**src/vic_pkg.sv**
```systemverilog
package vic_pkg;

  // ****************************************
  // Source counts
  // ****************************************
  localparam int NUM_PERIPH = 16;
  localparam int NUM_EXT    = 5;
  localparam int NUM_SRC    = NUM_PERIPH + NUM_EXT;
  localparam int NUM_PRIO   = 4;
  localparam int SLOTS      = 4;
  localparam int NUM_EV     = 3;

  // ****************************************
  // Byte addresses (low 16 bits of haddr)
  // ****************************************
  localparam logic [15:0] OFF_CONTROL    = 16'h1000;
  localparam logic [15:0] OFF_STATUS     = 16'h1010;
  localparam logic [15:0] OFF_RELOAD     = 16'h1020;
  localparam logic [15:0] OFF_FLAGS      = 16'h1030;
  localparam logic [15:0] OFF_EVT_STATUS = 16'h1040;
  localparam logic [15:0] OFF_EVT_CLEAR  = 16'h1050;
  localparam logic [15:0] OFF_EVT_ENABLE = 16'h1060;
  localparam logic [15:0] OFF_PRIO_7     = 16'h1100;
  localparam logic [15:0] OFF_PRIO_8     = 16'h1110;
  localparam logic [15:0] OFF_PRIO_9     = 16'h1120;
  localparam logic [15:0] OFF_PRIO_10    = 16'h1130;

  // Alias selected by haddr[3:2]
  localparam logic [1:0] ALIAS_NONE = 2'h0;
  localparam logic [1:0] ALIAS_CLR  = 2'h1;
  localparam logic [1:0] ALIAS_SET  = 2'h2;
  localparam logic [1:0] ALIAS_INV  = 2'h3;

  // Internal register identifiers
  localparam logic [3:0] REG_CONTROL    = 4'h0;
  localparam logic [3:0] REG_STATUS     = 4'h1;
  localparam logic [3:0] REG_RELOAD     = 4'h2;
  localparam logic [3:0] REG_FLAGS      = 4'h3;
  localparam logic [3:0] REG_PRIO_7     = 4'h4;
  localparam logic [3:0] REG_PRIO_8     = 4'h5;
  localparam logic [3:0] REG_PRIO_9     = 4'h6;
  localparam logic [3:0] REG_PRIO_10    = 4'h7;
  localparam logic [3:0] REG_EVT_STATUS = 4'h8;
  localparam logic [3:0] REG_EVT_CLEAR  = 4'h9;
  localparam logic [3:0] REG_EVT_ENABLE = 4'hA;
  localparam logic [3:0] REG_NONE       = 4'hF;

  // ****************************************
  // Field layout and masks
  // ****************************************
  localparam int MULTI_VECTOR_SELECT_BIT     = 12;
  localparam int TPC_LSB      = 8;
  localparam int EXT_POL_LSB  = 0;
  localparam int STAT_LVL_LSB = 8;
  localparam int STAT_VEC_LSB = 0;
  localparam int PRIO_LSB     = 2;
  localparam int SUB_LSB      = 0;
  localparam int BYTE_W       = 8;
  localparam logic [31:0] MASK_CONTROL = 32'h0000171F;
  localparam logic [31:0] MASK_STATUS  = 32'h0000073F;
  localparam logic [31:0] MASK_PRIO    = 32'h1F1F1F1F;
  localparam logic [31:0] MASK_FULL    = 32'hFFFFFFFF;
  localparam logic [31:0] MASK_FLAGS   = 32'h001FFFFF;
  localparam logic [31:0] RST_ZERO     = 32'h00000000;
  localparam logic [2:0]  TPC_OFF      = 3'h0;
  localparam logic [2:0]  TPC_ONLY_ONE = 3'h1;
  localparam logic [2:0]  LEVEL_NONE   = 3'h0;

  // Event bits
  localparam int EV_PRESENT = 0;
  localparam int EV_LOAD    = 1;
  localparam int EV_EXPIRE  = 2;

  localparam logic HRESP_OKAY = 1'b0;
  localparam int   HTRANS_ACT = 1;

  typedef enum logic [1:0] {
    BUS_IDLE = 2'b01,
    BUS_DATA = 2'b10
  } bus_state_t;

endpackage

```
**src/vic_prio_if.sv**
```systemverilog
`timescale 1ns/1ps
interface vic_prio_if #(
  parameter int NSRC = 21
);
  logic [NSRC-1:0] active;
  logic [2:0]      level [NSRC];
  logic [1:0]      sub   [NSRC];
  logic            win_valid;
  logic [5:0]      win_index;
  logic [2:0]      win_level;

  modport ctrl (
    output active,
    output level,
    output sub,
    input  win_valid,
    input  win_index,
    input  win_level
  );

  modport resolver (
    input  active,
    input  level,
    input  sub,
    output win_valid,
    output win_index,
    output win_level
  );
endinterface

```
**src/vic_prio_resolver.sv**
```systemverilog
`timescale 1ns/1ps
module vic_prio_resolver #(
  parameter int NSRC = 21
) (
  input  wire logic  hclk,
  input  wire logic  hresetn,
  vic_prio_if.resolver pif
);

  logic       best_valid;
  logic [5:0] best_index;
  logic [4:0] best_key;

  // ****************************************
  // Highest group priority, then subpriority
  // ****************************************
  // Strict compare keeps the lowest index on a tie, giving natural order.
  always_comb begin
    best_valid = 1'b0;
    best_index = '0;
    best_key   = '0;
    for (int i = 0; i < NSRC; i++) begin
      if (pif.active[i] && pif.level[i] != vic_pkg::LEVEL_NONE &&
          (!best_valid || {pif.level[i], pif.sub[i]} > best_key)) begin
        best_valid = 1'b1;
        best_index = 6'(i);
        best_key   = {pif.level[i], pif.sub[i]};
      end
    end
  end

  always_ff @(posedge hclk or negedge hresetn) begin
    if (!hresetn) begin
      pif.win_valid <= 1'b0;
      pif.win_index <= '0;
      pif.win_level <= '0;
    end else begin
      pif.win_valid <= best_valid;
      pif.win_index <= best_index;
      pif.win_level <= best_key[4:2];
    end
  end

endmodule

```
**src/vectored_interrupt_controller.sv**
```systemverilog
`timescale 1ns/1ps
// Function
// - Registers other than the event registers have clear, set, invert aliases at base plus 0x4, 0x8, 0xC.
// - Mode bit 1 selects multi-vector, 0 selects single-vector.
// - Proximity trigger field 000 disables the proximity timer.
// - Trigger field 010 to 111: priority at or below field starts timer.
// - Trigger field 001: only group priority 1 starts the timer.
// - Each external input has polarity bit: 1 rising, 0 falling edge.
// - Status word reports priority level of latest presented interrupt.
// - Status word low six bits report presented vector number.
// - Unimplemented upper status bits read zero and ignore writes.
// - All priority control registers reset to zero.
// - A qualifying interrupt loads the proximity timer from its reload word.
// - A request flag reads 1 once its source raised a request.
module vectored_interrupt_controller #(
  parameter logic [2:0] EXT_PRIO = 3'h1
) (
  input  wire logic        hclk,
  input  wire logic        hresetn,
  input  wire logic        hsel,
  input  wire logic [31:0] haddr,
  input  wire logic [1:0]  htrans,
  input  wire logic        hwrite,
  input  wire logic [2:0]  hsize,
  input  wire logic [31:0] hwdata,
  input  wire logic        hready,
  output logic             hreadyout,
  output logic [31:0]      hrdata,
  output logic             hresp,
  input  wire logic [15:0] src_req,
  input  wire logic [4:0]  ext_irq_pin,
  input  wire logic        cpu_ack,
  output logic             cpu_irq_req,
  output logic [5:0]       cpu_vector,
  output logic [2:0]       cpu_level,
  output logic             irq
);

  localparam int NSRC = vic_pkg::NUM_SRC;

  if (EXT_PRIO == vic_pkg::LEVEL_NONE) begin : g_bad_prio
    $error("EXT_PRIO of zero would keep external inputs from ever presenting");
  end

  // ****************************************
  // Helper functions
  // ****************************************
  function automatic logic [31:0] apply_alias(logic [31:0] old, logic [31:0] d,
                                              logic [1:0] kind);
    logic [31:0] r;
    r = d;
    unique case (kind)
      vic_pkg::ALIAS_NONE: r = d;
      vic_pkg::ALIAS_CLR:  r = old & ~d;
      vic_pkg::ALIAS_SET:  r = old | d;
      vic_pkg::ALIAS_INV:  r = old ^ d;
    endcase
    return r;
  endfunction

  function automatic logic [3:0] reg_index(logic [15:0] a);
    logic [3:0] id;
    id = vic_pkg::REG_NONE;
    if (a[1:0] == 2'h0) begin
      case (a[15:4])
        vic_pkg::OFF_CONTROL[15:4]:    id = vic_pkg::REG_CONTROL;
        vic_pkg::OFF_STATUS[15:4]:     id = vic_pkg::REG_STATUS;
        vic_pkg::OFF_RELOAD[15:4]:     id = vic_pkg::REG_RELOAD;
        vic_pkg::OFF_FLAGS[15:4]:      id = vic_pkg::REG_FLAGS;
        vic_pkg::OFF_PRIO_7[15:4]:     id = vic_pkg::REG_PRIO_7;
        vic_pkg::OFF_PRIO_8[15:4]:     id = vic_pkg::REG_PRIO_8;
        vic_pkg::OFF_PRIO_9[15:4]:     id = vic_pkg::REG_PRIO_9;
        vic_pkg::OFF_PRIO_10[15:4]:    id = vic_pkg::REG_PRIO_10;
        vic_pkg::OFF_EVT_STATUS[15:4]: id = vic_pkg::REG_EVT_STATUS;
        vic_pkg::OFF_EVT_CLEAR[15:4]:  id = vic_pkg::REG_EVT_CLEAR;
        vic_pkg::OFF_EVT_ENABLE[15:4]: id = vic_pkg::REG_EVT_ENABLE;
        default:                       id = vic_pkg::REG_NONE;
      endcase
      // Event registers have no aliases
      if (id >= vic_pkg::REG_EVT_STATUS && a[3:2] != vic_pkg::ALIAS_NONE) begin
        id = vic_pkg::REG_NONE;
      end
    end
    return id;
  endfunction

  function automatic logic qualifies(logic [2:0] tpc, logic [2:0] lvl);
    logic q;
    if (tpc == vic_pkg::TPC_OFF) begin
      q = 1'b0;
    end else if (tpc == vic_pkg::TPC_ONLY_ONE) begin
      q = (lvl == vic_pkg::TPC_ONLY_ONE);
    end else begin
      q = (lvl <= tpc);
    end
    return q;
  endfunction

  // ****************************************
  // State
  // ****************************************
  vic_pkg::bus_state_t bus_state;
  logic [15:0] cap_addr;
  logic        cap_write;
  logic [31:0] control_word;
  logic [31:0] status_word;
  logic [31:0] reload_word;
  logic [31:0] flag_word;
  logic [31:0] prio_word [vic_pkg::NUM_PRIO];
  logic [vic_pkg::NUM_EV-1:0] evt_status;
  logic [vic_pkg::NUM_EV-1:0] evt_enable;
  logic [31:0] prox_count;
  logic [4:0]  ext_prev;
  logic [5:0]  cur_index;

  logic        wr_strobe;
  logic        rd_strobe;
  logic [3:0]  acc_id;
  logic [1:0]  acc_alias;
  logic [31:0] rd_word;
  logic        present_new;
  logic        prox_start;
  logic        prox_expire;
  logic [4:0]  ext_edge;
  logic [31:0] flag_set;
  logic [31:0] flag_clr;
  logic [vic_pkg::NUM_EV-1:0] ev_vec;
  logic [vic_pkg::NUM_EV-1:0] next_evt_status;
  logic        multi_vector_select;
  logic [2:0]  tpc;

  vic_prio_if #(.NSRC(NSRC)) pif ();

  vic_prio_resolver #(.NSRC(NSRC)) u_resolver (
    .hclk    (hclk),
    .hresetn (hresetn),
    .pif     (pif)
  );

  assign multi_vector_select      = control_word[vic_pkg::MULTI_VECTOR_SELECT_BIT];
  assign tpc       = control_word[vic_pkg::TPC_LSB +: 3];
  assign acc_id    = reg_index(cap_addr);
  assign acc_alias = cap_addr[3:2];
  assign wr_strobe = (bus_state == vic_pkg::BUS_DATA) && cap_write;
  assign rd_strobe = (bus_state == vic_pkg::BUS_DATA) && !cap_write;

  // ****************************************
  // AHB-Lite slave, one wait state per transfer
  // ****************************************
  // The wait state lets read data come straight from a flip-flop.
  always_ff @(posedge hclk or negedge hresetn) begin
    if (!hresetn) begin
      bus_state <= vic_pkg::BUS_IDLE;
      hreadyout <= 1'b1;
      cap_addr  <= '0;
      cap_write <= 1'b0;
    end else begin
      unique case (bus_state)
        vic_pkg::BUS_IDLE: begin
          if (hsel && htrans[vic_pkg::HTRANS_ACT] && hready) begin
            cap_addr  <= haddr[15:0];
            cap_write <= hwrite;
            hreadyout <= 1'b0;
            bus_state <= vic_pkg::BUS_DATA;
          end
        end
        vic_pkg::BUS_DATA: begin
          hreadyout <= 1'b1;
          bus_state <= vic_pkg::BUS_IDLE;
        end
      endcase
    end
  end

  always_ff @(posedge hclk or negedge hresetn) begin
    if (!hresetn) begin
      hresp <= vic_pkg::HRESP_OKAY;
    end else begin
      hresp <= vic_pkg::HRESP_OKAY;
    end
  end

  // Alias reads return the base register; unmapped reads return zero
  always_comb begin
    rd_word = vic_pkg::RST_ZERO;
    unique case (acc_id)
      vic_pkg::REG_CONTROL:    rd_word = control_word;
      vic_pkg::REG_STATUS:     rd_word = status_word;
      vic_pkg::REG_RELOAD:     rd_word = reload_word;
      vic_pkg::REG_FLAGS:      rd_word = flag_word;
      vic_pkg::REG_PRIO_7:     rd_word = prio_word[0];
      vic_pkg::REG_PRIO_8:     rd_word = prio_word[1];
      vic_pkg::REG_PRIO_9:     rd_word = prio_word[2];
      vic_pkg::REG_PRIO_10:    rd_word = prio_word[3];
      vic_pkg::REG_EVT_STATUS: rd_word = 32'(evt_status);
      vic_pkg::REG_EVT_ENABLE: rd_word = 32'(evt_enable);
      default:                 rd_word = vic_pkg::RST_ZERO;
    endcase
  end

  always_ff @(posedge hclk or negedge hresetn) begin
    if (!hresetn) begin
      hrdata <= vic_pkg::RST_ZERO;
    end else if (rd_strobe) begin
      hrdata <= rd_word;
    end
  end

  // ****************************************
  // Software registers
  // ****************************************
  always_ff @(posedge hclk or negedge hresetn) begin
    if (!hresetn) begin
      control_word <= vic_pkg::RST_ZERO;
    end else if (wr_strobe && acc_id == vic_pkg::REG_CONTROL) begin
      control_word <= apply_alias(control_word, hwdata, acc_alias)
                      & vic_pkg::MASK_CONTROL;
    end
  end

  always_ff @(posedge hclk or negedge hresetn) begin
    if (!hresetn) begin
      reload_word <= vic_pkg::RST_ZERO;
    end else if (wr_strobe && acc_id == vic_pkg::REG_RELOAD) begin
      reload_word <= apply_alias(reload_word, hwdata, acc_alias);
    end
  end

  always_ff @(posedge hclk or negedge hresetn) begin
    if (!hresetn) begin
      for (int r = 0; r < vic_pkg::NUM_PRIO; r++) begin
        prio_word[r] <= vic_pkg::RST_ZERO;
      end
    end else if (wr_strobe && acc_id >= vic_pkg::REG_PRIO_7 &&
                 acc_id <= vic_pkg::REG_PRIO_10) begin
      prio_word[acc_id[1:0]] <= apply_alias(prio_word[acc_id[1:0]], hwdata, acc_alias)
                                & vic_pkg::MASK_PRIO;
    end
  end

  // Hardware capture wins over a software write in the same cycle
  always_ff @(posedge hclk or negedge hresetn) begin
    if (!hresetn) begin
      status_word <= vic_pkg::RST_ZERO;
    end else if (present_new) begin
      status_word <= vic_pkg::RST_ZERO;
      status_word[vic_pkg::STAT_LVL_LSB +: 3] <= pif.win_level;
      status_word[vic_pkg::STAT_VEC_LSB +: 6] <= pif.win_index;
    end else if (wr_strobe && acc_id == vic_pkg::REG_STATUS) begin
      status_word <= apply_alias(status_word, hwdata, acc_alias)
                     & vic_pkg::MASK_STATUS;
    end
  end

  // ****************************************
  // Request sources and flags
  // ****************************************
  always_ff @(posedge hclk or negedge hresetn) begin
    if (!hresetn) begin
      ext_prev <= '0;
    end else begin
      ext_prev <= ext_irq_pin;
    end
  end

  always_comb begin
    for (int k = 0; k < vic_pkg::NUM_EXT; k++) begin
      if (control_word[vic_pkg::EXT_POL_LSB + k]) begin
        ext_edge[k] = ext_irq_pin[k] && !ext_prev[k];
      end else begin
        ext_edge[k] = !ext_irq_pin[k] && ext_prev[k];
      end
    end
  end

  always_comb begin
    flag_set = {11'h000, ext_edge, src_req};
    flag_clr = vic_pkg::RST_ZERO;
    if (cpu_ack && cpu_irq_req) begin
      flag_clr[cur_index[4:0]] = 1'b1;
    end
  end

  // A request arriving with a clear is kept: set is applied last
  always_ff @(posedge hclk or negedge hresetn) begin
    if (!hresetn) begin
      flag_word <= vic_pkg::RST_ZERO;
    end else if (wr_strobe && acc_id == vic_pkg::REG_FLAGS) begin
      flag_word <= ((apply_alias(flag_word, hwdata, acc_alias) & ~flag_clr) | flag_set)
                   & vic_pkg::MASK_FLAGS;
    end else begin
      flag_word <= ((flag_word & ~flag_clr) | flag_set) & vic_pkg::MASK_FLAGS;
    end
  end

  // ****************************************
  // Feed to the resolver
  // ****************************************
  always_comb begin
    pif.active = flag_word[NSRC-1:0];
    for (int j = 0; j < NSRC; j++) begin
      pif.level[j] = EXT_PRIO;
      pif.sub[j]   = 2'h0;
      if (j < vic_pkg::NUM_PERIPH) begin
        // Slot 0 of each word sits in its top byte
        pif.level[j] = prio_word[j / vic_pkg::SLOTS]
          [(vic_pkg::SLOTS - 1 - j % vic_pkg::SLOTS) * vic_pkg::BYTE_W
           + vic_pkg::PRIO_LSB +: 3];
        pif.sub[j] = prio_word[j / vic_pkg::SLOTS]
          [(vic_pkg::SLOTS - 1 - j % vic_pkg::SLOTS) * vic_pkg::BYTE_W
           + vic_pkg::SUB_LSB +: 2];
      end
    end
  end

  // ****************************************
  // Presentation to the core
  // ****************************************
  assign present_new = pif.win_valid && (!cpu_irq_req || pif.win_index != cur_index);

  always_ff @(posedge hclk or negedge hresetn) begin
    if (!hresetn) begin
      cpu_irq_req <= 1'b0;
      cpu_level   <= '0;
      cpu_vector  <= '0;
      cur_index   <= '0;
    end else begin
      cpu_irq_req <= pif.win_valid;
      cpu_level   <= pif.win_level;
      cur_index   <= pif.win_index;
      // Single-vector mode sends every request to vector zero
      cpu_vector  <= multi_vector_select ? pif.win_index : 6'h00;
    end
  end

  // ****************************************
  // Proximity timer
  // ****************************************
  assign prox_start  = present_new && qualifies(tpc, pif.win_level);
  assign prox_expire = !prox_start && tpc != vic_pkg::TPC_OFF && prox_count == 32'h00000001;

  always_ff @(posedge hclk or negedge hresetn) begin
    if (!hresetn) begin
      prox_count <= vic_pkg::RST_ZERO;
    end else if (prox_start) begin
      prox_count <= reload_word;
    end else if (tpc == vic_pkg::TPC_OFF) begin
      prox_count <= vic_pkg::RST_ZERO;
    end else if (prox_count != vic_pkg::RST_ZERO) begin
      prox_count <= prox_count - 32'h00000001;
    end
  end

  // ****************************************
  // Event status, enable and interrupt line
  // ****************************************
  always_comb begin
    ev_vec                     = '0;
    ev_vec[vic_pkg::EV_PRESENT] = present_new;
    ev_vec[vic_pkg::EV_LOAD]    = prox_start;
    ev_vec[vic_pkg::EV_EXPIRE]  = prox_expire;
    next_evt_status = evt_status;
    if (wr_strobe && acc_id == vic_pkg::REG_EVT_CLEAR) begin
      next_evt_status = evt_status & ~hwdata[vic_pkg::NUM_EV-1:0];
    end
    next_evt_status = next_evt_status | ev_vec;
  end

  always_ff @(posedge hclk or negedge hresetn) begin
    if (!hresetn) begin
      evt_status <= '0;
    end else begin
      evt_status <= next_evt_status;
    end
  end

  always_ff @(posedge hclk or negedge hresetn) begin
    if (!hresetn) begin
      evt_enable <= '0;
    end else if (wr_strobe && acc_id == vic_pkg::REG_EVT_ENABLE) begin
      evt_enable <= hwdata[vic_pkg::NUM_EV-1:0];
    end
  end

  always_ff @(posedge hclk or negedge hresetn) begin
    if (!hresetn) begin
      irq <= 1'b0;
    end else begin
      irq <= |(next_evt_status & evt_enable);
    end
  end

endmodule

```
**config.mk**
```make
export PLATFORM = sky130hd
export DESIGN_NAME = vectored_interrupt_controller
export DESIGN_NICKNAME = d
export VERILOG_FILES = /design/src/vic_pkg.sv /design/src/vic_prio_if.sv /design/src/vic_prio_resolver.sv /design/src/vectored_interrupt_controller.sv
export SDC_FILE = /design/constraint.sdc
export NUM_CORES = 1
export LEC_CHECK = 0
export BUFFER_PORTS_ARGS = -buffer_cell sky130_fd_sc_hd__buf_2
export CORE_UTILIZATION = 40
export DETAILED_ROUTE_END_ITERATION = 6
export GPL_ROUTABILITY_DRIVEN = 0
export RECOVER_POWER = 100
export SETUP_SLACK_MARGIN = 0.05
export SLEW_MARGIN = 20
export SYNTH_ARGS = -nofsm -noshare
export SYNTH_HDL_FRONTEND = slang
export SYNTH_SLANG_ARGS = --single-unit
```
**constraint.sdc**
```tcl
create_clock -name hclk -period 45.1 [get_ports hclk]
set_input_delay 9.02 -clock hclk [delete_from_list [all_inputs] [get_ports hclk]]
set_output_delay 9.02 -clock hclk [all_outputs]
set_load 0.03 [all_outputs]
```
* Word-level counts from Yosys, hierarchy flattened *
Cells that the tools add are included.

operators by class
  reductions and logical operators = 147
  order comparisons = 28
  $add $sub $neg = 1
  equality and inequality tests = 31
  mux-type cells = 102
  bitwise operators = 26

operator list
  kind                                                               count
  32-bit one-hot mux with 10 select lines                            1
  32-bit 2-to-1 mux                                                  6
  5-bit 2-to-1 mux                                                   27
  12-bit by 9-bit == test with 1-bit output (second input constant)  11
  128-bit bitwise mux                                                1
  32-bit one-hot mux with 4 select lines                             1
  29-bit one-hot mux with 4 select lines                             1
  29-bit 2-to-1 mux                                                  3
  21-bit one-hot mux with 4 select lines                             1
  5-bit greater-than comparator                                      15
  1-bit logical AND                                                  66
  32-bit binary-select mux with 2-bit select                         1
  32-bit demux with 2-bit select                                     1
  21-bit bitwise AND                                                 3
  21-bit 2-to-1 mux                                                  3
  21-bit OR                                                          3
  3-bit nonzero test                                                 18
  13-bit one-hot mux with 4 select lines                             1
  4-bit 2-to-1 mux                                                   11
  11-bit one-hot mux with 4 select lines                             1
  4-bit one-hot mux with 11 select lines                             1
  1-bit zero test                                                    33
  32-bit bitwise AND                                                 1
  32-bit by 1-bit == test with 1-bit output (second input constant)  1
  other kinds (51)                                                   124

storage, ports and cells
  logic and storage cells = 360
  register bits after elaboration = 342
  output and inout bits = 45
  bits of input ports = 96

* Longest topological paths before layout *
Gate-level depths: netlist of the first run.

  depth in word-level cells = 83
  gate-level depth with buffers = 154
  gate-level depth less buffers = 150

* Modules after synthesis *
A second synthesis of the first run with hierarchy kept.

second synthesis, totals
  cell total of the unflattened synthesis = 2,701
  area, all modules = 23,139.7 um^2

modules (own cells, without submodules)
  module                         area each (um^2)  instances  seq. area each (um^2)  cells each
  vectored_interrupt_controller  17,296.6          1          6,557.5                1,869
  vic_prio_resolver              5,843.1           1          225.2                  832

* Least setup slack after synthesis of the first run *
No wires, ideal clock.

  kind = reg-to-reg
  from = reg flag_word[0]
  to = reg u_resolver.pif.win_index[3]
  path buffers = 4
  data arrival time = 26.931 ns
  setup slack = 18.031 ns
  required time = 44.962 ns
  library setup time = 0.138 ns
  cell stages (with the launch flop) = 140
  clock period less this slack = 27.069 ns
  cell sequence = dfrtp_1 > buf_2 > o31a_1 > nand2_1 > ha_1 > nor2b_1 > o21ai_0 > a21oi_1 > nand2b_1 > nand2_1 > mux2i_1 > inv_1 > ha_1 > nor2b_1 > o21ai_1 > a32oi_1 > o21ai_1 > mux2i_1 > [... 104 more ...] > or2_2 > nor2_1 > a31o_1 > a21boi_1 > o211ai_2 > nor2b_4 > a21boi_1 > mux2_2 > ha_1 > and3_1 > nor2b_1 > a22oi_1 > nor2_1 > or2_2 > or4b_1 > a31o_2 > o311a_1 > or4b_1

on the way
  longest elaborated chain between the ends = 82

RTL lines
  what                                                                                                RTL line                              text
  start: declaration                                                                                  vectored_interrupt_controller.sv:108  logic [31:0] flag_word;
  start signal: assignment                                                                            vectored_interrupt_controller.sv:287  flag_word <= vic_pkg::RST_ZERO;
  start signal: assignment                                                                            vectored_interrupt_controller.sv:289  flag_word <= ((apply_alias(flag_word, hwdata, acc_alias) & ~flag_clr) | flag_set)
  start signal: assignment                                                                            vectored_interrupt_controller.sv:292  flag_word <= ((flag_word & ~flag_clr) | flag_set) & vic_pkg::MASK_FLAGS;
  1-bit logical AND (*)                                                                               vic_prio_resolver.sv:23               if (pif.active[i] && pif.level[i] != vic_pkg::LEVEL_NONE &&
  5-bit 2-to-1 mux / 1-bit 2-to-1 mux (equally long branches)                                         vic_prio_resolver.sv:23
  5-bit greater-than comparator / 1-bit zero test (equally long branches)                             vic_prio_resolver.sv:24               (!best_valid || {pif.level[i], pif.sub[i]} > best_key)) begin
  1-bit logical OR                                                                                    vic_prio_resolver.sv:24
  1-bit logical AND                                                                                   vic_prio_resolver.sv:23
  5-bit 2-to-1 mux / 1-bit 2-to-1 mux (equally long branches)                                         vic_prio_resolver.sv:23
  5-bit greater-than comparator / 1-bit zero test (equally long branches)                             vic_prio_resolver.sv:24
  1-bit logical OR                                                                                    vic_prio_resolver.sv:24
  [... 67 more ...]                                                                                   -
  1-bit logical OR                                                                                    vic_prio_resolver.sv:24
  1-bit logical AND                                                                                   vic_prio_resolver.sv:23
  5-bit 2-to-1 mux / 1-bit 2-to-1 mux (equally long branches)                                         vic_prio_resolver.sv:23
  3-bit by 5-bit greater-than comparator with 1-bit output / 1-bit zero test (equally long branches)  vic_prio_resolver.sv:24
  1-bit logical OR                                                                                    vic_prio_resolver.sv:24
  1-bit logical AND                                                                                   vic_prio_resolver.sv:23
  5-bit 2-to-1 mux (*)                                                                                vic_prio_resolver.sv:23
  via u_resolver.best_index[3]                                                                        vic_prio_resolver.sv:11               logic [5:0] best_index;
  end signal: assignment                                                                              vic_prio_resolver.sv:39               pif.win_index <= best_index;
  end: declaration                                                                                    vic_prio_if.sv:26                     output win_index,

Mark *: on every way through the listed nets, which the timed path passes. The rest lies on a longest branch.
A chain may end at the register's enable or synchronous reset.

* Final worst setup path of the first run *
Same ends and word-level chain as after synthesis.

==> run summary, run 1 <==
Status - finished, violations left
Failing checks - capacitance limit, slew limit
CTS Sinks - 269
CTS root buf - clkbuf_16
Core Region - 0.0526 sq mm
CTS tree - built
Final Util - 44.6%
Count of final hold-check violations - 0
Startpoint types - flop
Final Slew Violations - 373
CP Max Fanout - 12
Worst EP required - 45,500 ps
Synth Area per Inst - 8.66 sq um
IO buf count - 118
Setup Skew - 23.8 ps
Worst hold slack - 415 ps
Post-CTS resize count - 0
Ys flop type - dfrtp_1
Share of the synthesized area in the top cell type - 31.6%
DP Area - 0.0225 sq mm
Antenna viol nets, final - 0
Crit path DAT - 34,040 ps
Setup TNS - 0 ps
Yosys cell types - 99
Number of global-route vias before repair - 18,600
DRT iter0 DRCs - 1,857
EDFF count, synth - 0
Post-CTS Setup Bufs - 0
Post-synthesis sequential area ratio - 31.7%
Normalized max-slew margin - -183%
RSZ-0062 raised after global routing - no
Ant. Diodes - 0
Slew @ Worst Pin - 4240 ps
Number of vias per cell - 6.07
# DRC - 0
Final worst path period share - 74.6%
Hpwl dp - 53,300 um
Worst hold-check path type - reg2reg
Period minus WS final - 33,640 ps
I/O pin cnt - 141
Total number of vias - 19,500
Largest cells by area after synthesis - dfrtp_1 (32%), ha_1 (15%), mux2_2 (5.7%)
Post-CTS Hold Buffers - 0
CP endpoint kind - flop
Routed wire length - 72,700 um
Fin area - 0.0235 sq mm
Seq cells post-synth - 269
CP most frequent cell - ha_1
Maximum clock rate - 29.7 MHz
Wire length per cell - 22.6 um
Die Area - 0.0541 sq mm
Die W - 233 um
Syn Inst Count - 2,453
CP Class - reg2reg
Max clock buf depth - 3
FILL cells - 5,116
Setup violators final - 0
Initial antenna violation count - 1
Die Span Y - 233 um
YS warnings - 0
Synth Cell Area - 0.0213 sq mm
H-tree depth - 2
Ys async rst share - 100%
MaxCap Viol Count - 7
Clock Pin Slew Worst Setup and Hold Paths - 60 ps
TritonRoute pass-1 iters - 6
Synth area leader - dfrtp_1
CP max stage cell - a311oi_1
Rows - 84
Num CTS Buffers - 34
Initial Util - 40.4%
Area grow syn2layout - 10.4%
Share of cells above drive strength 1 - 11.8%
Worst path max stage delay - 880 ps
GRT Util Overall - 26.8%
Pin count of the biggest net entering global routing - 173
Grt ovf - 0
Nets - 2,853
Clk_lat worst skew - 560 ps
Global-route wire length before repair - 111,000 um
routing by layer:
layer	vias up	wire length, um	GRT usage, %
li1	9019	-	-
met1	9635	32100	36.5
met2	706	32700	42.3
met3	169	4830	4.17
met4	0	3100	10.5
met5	-	0	0
layout make-up:
class / instances / area [sq um] / share of cell area [%]
clock inverters: 4 / 70.1 / 0.299
inverters: 215 / 807 / 3.44
well taps: 688 / 861 / 3.67
clock buffers: 54 / 1030 / 4.38
repair buffers: 151 / 731 / 3.12
multi-input cells: 1834 / 13200 / 56.4
flip-flops and latches: 269 / 6740 / 28.7
cell usage after synthesis, drive strengths merged (23+ instances only):
master,number
clkbuf,118
o21ai,143
nor3,27
a211oi,129
a21oi,191
nand2b,26
nand3,58
mux2,112
a22oi,44
nand2,220
nor2,207
inv,215
dfrtp,268
ha,252
a22o,23
sequential cells by signal, summed over array words and instances (netlist names), 2 cells and up:
name and count:
u_resolver.pif.win_level 3, cap_addr 16, evt_enable 3, prox_count 32, pif.sub 32, evt_status 3
reload_word 32, status_word 9, cpu_level 3, pif.level 48, cur_index 5, bus_state 2
flag_word 21, ext_prev 5, cpu_vector 5, u_resolver.pif.win_index 5, control_word 9, hrdata 32
worst max-delay path, delay by kind of cell, from the launching register on:
family	cells	cell delay [ps]
AO/OA/AOI/OAI	54	13830
multiplexers	12	4480
AND/OR/NAND/NOR	42	8610
flip-flops	1	330
buffers and inverters	13	1640
adder cells (fa/ha/maj)	16	4560
worst paths after layout:
path / end / cells past startpoint / slack (ps) / from
worst max-delay path: u_resolver.pif.win_index[3] / 137 / 11460 / flag_word[0]
worst min-delay path: cpu_irq_req / 0 / 420 / u_resolver.pif.win_valid
worst max register to register: u_resolver.pif.win_index[3] / 137 / 11460 / flag_word[0]
worst min register to register: cpu_irq_req / 0 / 420 / u_resolver.pif.win_valid
max in group asynchronous: pif.level[61] / 2 / 29860 / hresetn
min in group asynchronous: hrdata[6] / 1 / 9940 / hresetn
stage by stage:
step / setup WS (ps) / cells
2_1_floorplan: 18030 / 2454
3_3_place_gp: 14090 / 3157
3_5_place_dp: 13530 / 3157
4_1_cts: 13370 / 3215
5_1_grt: 9100 / 3215
6_report: 11460 / 3215
placed cells by master (no fill, tap or decap), drive strengths merged, types with 13 or more instances in the layout:
cell	n
o221ai	19
mux2i	16
nor4	21
clkbuf	134
a21oi	191
nor2b	14
o22ai	15
and2	16
nand2b	26
o21ai	143
nor3	27
nor2	207
buf	71
mux2	112
a221oi	16
or2	14
o221a	21
a22o	23
a31oi	19
dfrtp	268
a21o	13
a22oi	44
nand2	220
inv	215
a211oi	129
ha	252
xnor2	13
nand3	58
o211ai	20
logic make-up after synthesis:
logic type	Yosys count	synth area share [%]
and+or+nand+nor	669	14.7
adders and majority gates	254	14.9
other	1	0.0176
DFF	269	31.7
AOI/OAI and AO/OA	753	24.1
xor gates and xnor gates	22	0.907
buffers and inverters	351	6.25
muxes	134	7.39
Power of run 1 is left out: the tool's default activity adds up to more than one toggle a clock period on the data nets, which glitch-free logic cannot reach.
==> run 2: changes to the inputs <==
ABC_AREA = 1   (was unset)
clock period = 32.8 ns   (was 45.1 ns; I/O delays follow)
==> run summary, run 2 <==
CP most frequent cell - nand2_1
Synth area leader - dfrtp_1
Post-CTS Setup Bufs - 0
IO buf count - 118
Count of final hold-check violations - 0
Wire length per cell - 21.0 um
Setup violators final - 0
Num CTS Buffers - 34
Post-CTS resize count - 0
Worst EP required - 33,120 ps
EDFF count, synth - 0
Period minus WS final - 21,560 ps
Grt ovf - 0
Worst path max stage delay - 520 ps
Die Span Y - 226 um
Pin count of the biggest net entering global routing - 76
Core Region - 0.0492 sq mm
Syn Inst Count - 2,648
Total number of vias - 19,500
CTS Sinks - 269
Area grow syn2layout - 11.3%
Worst hold-check path type - reg2reg
CTS tree - built
Largest cells by area after synthesis - dfrtp_1 (34%), ha_1 (16%), nand2_1 (11%)
Maximum clock rate - 46.4 MHz
Worst r2r src - flag_word[0]
Setup Skew - 16.7 ps
CP endpoint kind - flop
Hold path startpoint - u_resolver.pif.win_valid
Largest register FFs - 48
Setup TNS - 0 ps
Worst hold slack - 376 ps
Share of cells above drive strength 1 - 7.51%
Post-CTS Hold Buffers - 0
MaxCap Viol Count - 7
Most common cell after layout, fill and taps aside - nand2_1
Failing checks - capacitance limit, slew limit
Post-synthesis sequential area ratio - 33.6%
Synth Cell Area - 0.0200 sq mm
Max clock buf depth - 3
I/O pin cnt - 141
Synth Area per Inst - 7.56 sq um
Hpwl dp - 54,000 um
Clock Pin Slew Worst Setup and Hold Paths - 60 ps
Ys flop type - dfrtp_1
Die Area - 0.0509 sq mm
CP max stage cell - dfrtp_1
CTS root buf - clkbuf_16
Nets - 3,079
Clk_lat worst skew - 550 ps
Initial antenna violation count - 2
Number of global-route vias before repair - 18,700
Antenna viol nets, final - 0
H-tree depth - 2
Die W - 226 um
CP Max Fanout - 14
Yosys cell types - 50
Share of the synthesized area in the top cell type - 33.5%
Startpoint types - flop
Crit path from - flag_word[0]
Highest-count cells in the layout ignoring fill and taps - nand2_1 (614), inv_1 (337), o21ai_0 (276), dfrtp_1 (268), ha_1 (252)
Number of vias per cell - 5.70
Crit path DAT - 21,880 ps
CP Class - reg2reg
Commonest cells post-synth - nand2_1 (608), inv_1 (337), o21ai_0 (276)
Normalized max-slew margin - -198%
Final Slew Violations - 325
YS warnings - 0
Slew @ Worst Pin - 4460 ps
Ys async rst share - 100%
Ant. Diodes - 0
# DRC - 0
DRT iter0 DRCs - 2,022
RSZ-0062 raised after global routing - no
GRT Util Overall - 28.5%
FILL cells - 4,981
Count leader, synth - nand2_1
Final worst path period share - 65.7%
Initial Util - 40.7%
Global-route wire length before repair - 110,000 um
TritonRoute pass-1 iters - 6
Rows - 81
Seq cells post-synth - 269
Status - finished, violations left
Routed wire length - 71,900 um
[run 2: worst max-delay path: cells and delay by family, from the launching register on]
family	cells	cell delay, ps
AND/OR/NAND/NOR	90	9610
AO/OA/AOI/OAI	28	5790
adder cells (fa/ha/maj)	15	4810
flip-flops	1	520
buffers and inverters	6	590
[run 2: final cells by class]
cell class | instances | area [sq um] | area share, %
clock buffer | 48 | 995 | 4.47
clock inverter | 13 | 176 | 0.792
inverter | 355 | 1330 | 5.98
multi-input combinational | 1925 | 11500 | 51.7
sequential | 269 | 6730 | 30.2
tap | 664 | 831 | 3.73
timing repair buffer | 146 | 679 | 3.05
[run 2: logic make-up (layout without fill, tap and decap cells)]
kind of cell | Yosys count | in the layout | share of synthesized area (%)
compound gates | 651 | 651 | 19.7
xor+xnor | 28 | 28 | 1.23
fa+ha+maj | 252 | 252 | 15.8
buf+inv | 455 | 562 | 8.73
flops | 269 | 269 | 33.6
mux | 9 | 9 | 0.506
other cells | 1 | 2 | 0.0187
simple gates | 983 | 983 | 20.4
[run 2: final timing paths]
kind	end	slack [ps]	depth (start not counted)
min in group asynchronous	control_word[4]	7590	1
max in group asynchronous	hrdata[27]	19710	2
worst min register to register	cpu_irq_req	380	0
worst min-delay path	cpu_irq_req	380	0
worst max register to register	u_resolver.pif.win_index[3]	11240	139
worst max-delay path	u_resolver.pif.win_index[3]	11240	139
[run 2: stage by stage]
stage	instances	util (%)	setup WS, ps	area [sq um]
6_report	3420	45.3	11240	22300
5_1_grt	3420	45.3	9090	22300
4_1_cts	3420	45.6	12520	22400
3_5_place_dp	3359	43.3	12580	21300
3_3_place_gp	3359	43.3	13190	21300
2_1_floorplan	2649	-	15510	20000
[run 2: routing by layer]
layer / part of all wire [%] / global-route usage [%] / vias up
met2: 44 / 44.7 / 854
met3: 8.7 / 5.46 / 163
met5: 0.031 / 0 / -
met1: 42 / 37.9 / 9409
li1: - / - / 9081
met4: 4.6 / 12.9 / 2
Power of run 2 is left out for the same reason.
==> run 3: changes to the inputs <==
ABC_AREA = 0   (was 1)
clock period = 17.9 ns   (was 32.8 ns; I/O delays follow)
==> run summary, run 3 (synthesis gave the netlist of run 1 again) <==
Status - finished, violations left
Failing checks - DRC, capacitance limit, slew limit, setup timing
Setup violators final - 7
DRT iter0 DRCs - 1,948
CP endpoint - u_resolver.pif.win_index[1]
Uppermost routed layer - met5
CP Class - reg2reg
Rows - 84
R2R depth - 140
Fin cells - 3,504
Num CTS Buffers - 36
Setup Skew - 30.6 ps
Met2 WL - 36,300 um
Maximum clock rate - 40.3 MHz
Wire length per cell - 22.8 um
Number of global-route vias before repair - 20,500
I/O pin cnt - 141
Worst path max stage delay - 510 ps
Hold depth - 0
Top delay family on crit path - compound AO/OA/AOI/OAI gates
Worst r2r src - pif.level[60]
Core Region - 0.0526 sq mm
Final worst path period share - 139%
TritonRoute pass-1 iters - 7
Nets - 3,135
Die Span Y - 233 um
Met3 WL - 6690 um
CP max stage cell - or4_4
Worst hold-check path type - reg2reg
Global-route wire length before repair - 122,000 um
IO buf count - 118
Die W - 233 um
RSZ-0062 raised after global routing - yes
R2r endpoint - u_resolver.pif.win_index[1]
Final Slew Violations - 472
GRT Util Overall - 29.3%
H-tree depth - 2
CTS tree - built
Crit path from - pif.level[60]
Register Area - 0.00674 sq mm
Hpwl dp - 58,900 um
# DRC - 1
Slew @ Worst Pin - 7480 ps
Worst EP required - 18,340 ps
CTS root buf - clkbuf_16
Startpoint types - flop
Initial antenna violation count - 3
Total number of vias - 21,000
Multi-input gate area - 0.0142 sq mm
Most common cell after layout, fill and taps aside - buf_4
Crit path DAT - 25,250 ps
Highest-count cells in the layout ignoring fill and taps - buf_4 (298), dfrtp_1 (265), ha_1 (224), nand2_1 (213), inv_1 (202)
Max clock buf depth - 3
Count of final hold-check violations - 0
CP endpoint kind - flop
MaxCap Viol Count - 7
Wl on met1 - 33,900 um
Cell Count Post-Placement - 3,367
Number of vias per cell - 5.98
Pin count of the biggest net entering global routing - 159
Clk_lat worst skew - 570 ps
WP buf/inv - 14
Routed wire length - 80,000 um
Grt ovf - 0
Area grow syn2layout - 25.5%
Antenna viol nets, final - 0
Critical path depth - 140
CP Max Fanout - 8
Final WS setup - -6900 ps
Die Area - 0.0541 sq mm
Reg2reg setup slack - -6900 ps
Period minus WS final - 24,800 ps
Largest register FFs - 48
Normalized max-slew margin - -399%
CTS Sinks - 269
FILL cells - 4,885
Clock Pin Slew Worst Setup and Hold Paths - 60 ps
Initial Util - 40.4%
Share of cells above drive strength 1 - 26.2%
==> run 3: worst min path at each step <==
stage             endpoint  slack, ps                      from
2_1_floorplan  cpu_irq_req        350  u_resolver.pif.win_valid
6_report       cpu_irq_req        370  u_resolver.pif.win_valid
3_5_place_dp   cpu_irq_req        360  u_resolver.pif.win_valid
5_1_grt        cpu_irq_req        390  u_resolver.pif.win_valid
4_1_cts        cpu_irq_req        380  u_resolver.pif.win_valid
3_3_place_gp   cpu_irq_req        350  u_resolver.pif.win_valid
==> run 3: timing repair <==
| action | in CTS | in global routing |
|---|---|---|
| setup buffers | 47 | 23 |
| endpoints found under the setup margin | 7 | 7 |
| gates resized for setup | 47 | 64 |
| pin swaps | 55 | 63 |
| hold buffers | 0 | 0 |
==> run 3: cell type report <==
type,instances,share of cell area (%)
Tap cell,688,3.23
Multi-Input combinational cell,1834,53.1
Sequential cell,269,25.3
Timing Repair Buffer,431,10.7
Clock buffer,52,3.98
Inverter,215,3.05
Clock inverter,14,0.619
Antenna cell,1,0.00938
==> run 3: through the flow <==
stage                     hold WS [ps]  instance area (sq um)  TNS (ps)  utilization [%]  setup slack, ps
after floorplan                    348                  21700    -40590                -            -6070
after global placement             353                  24500    -44210             46.7            -6430
after detailed placement           363                  24500    -50330             46.7            -7290
after CTS                          376                  26300    -44180             50.1            -6400
after global routing               391                  26700    -57310             50.8            -8180
final                              374                  26700    -47780             50.8            -6900
==> run 3: worst reg2reg max path: cells and delay by family, from the launching register on <==
| kind | cells | cell delay (ps) |
|---|---|---|
| compound gates | 53 | 9240 |
| simple gates | 45 | 6720 |
| buf+inv | 14 | 1300 |
| flops | 1 | 380 |
| mux | 12 | 3080 |
| fa+ha+maj | 16 | 3950 |
==> run 3: metal layers <==
layer | GRT usage, % | vias up
met1 | 39.1 | 10300
met5 | 0 | -
li1 | - | 9572
met2 | 47.0 | 883
met3 | 5.74 | 170
met4 | 10.7 | 4
Power of run 3 is left out for the same reason.
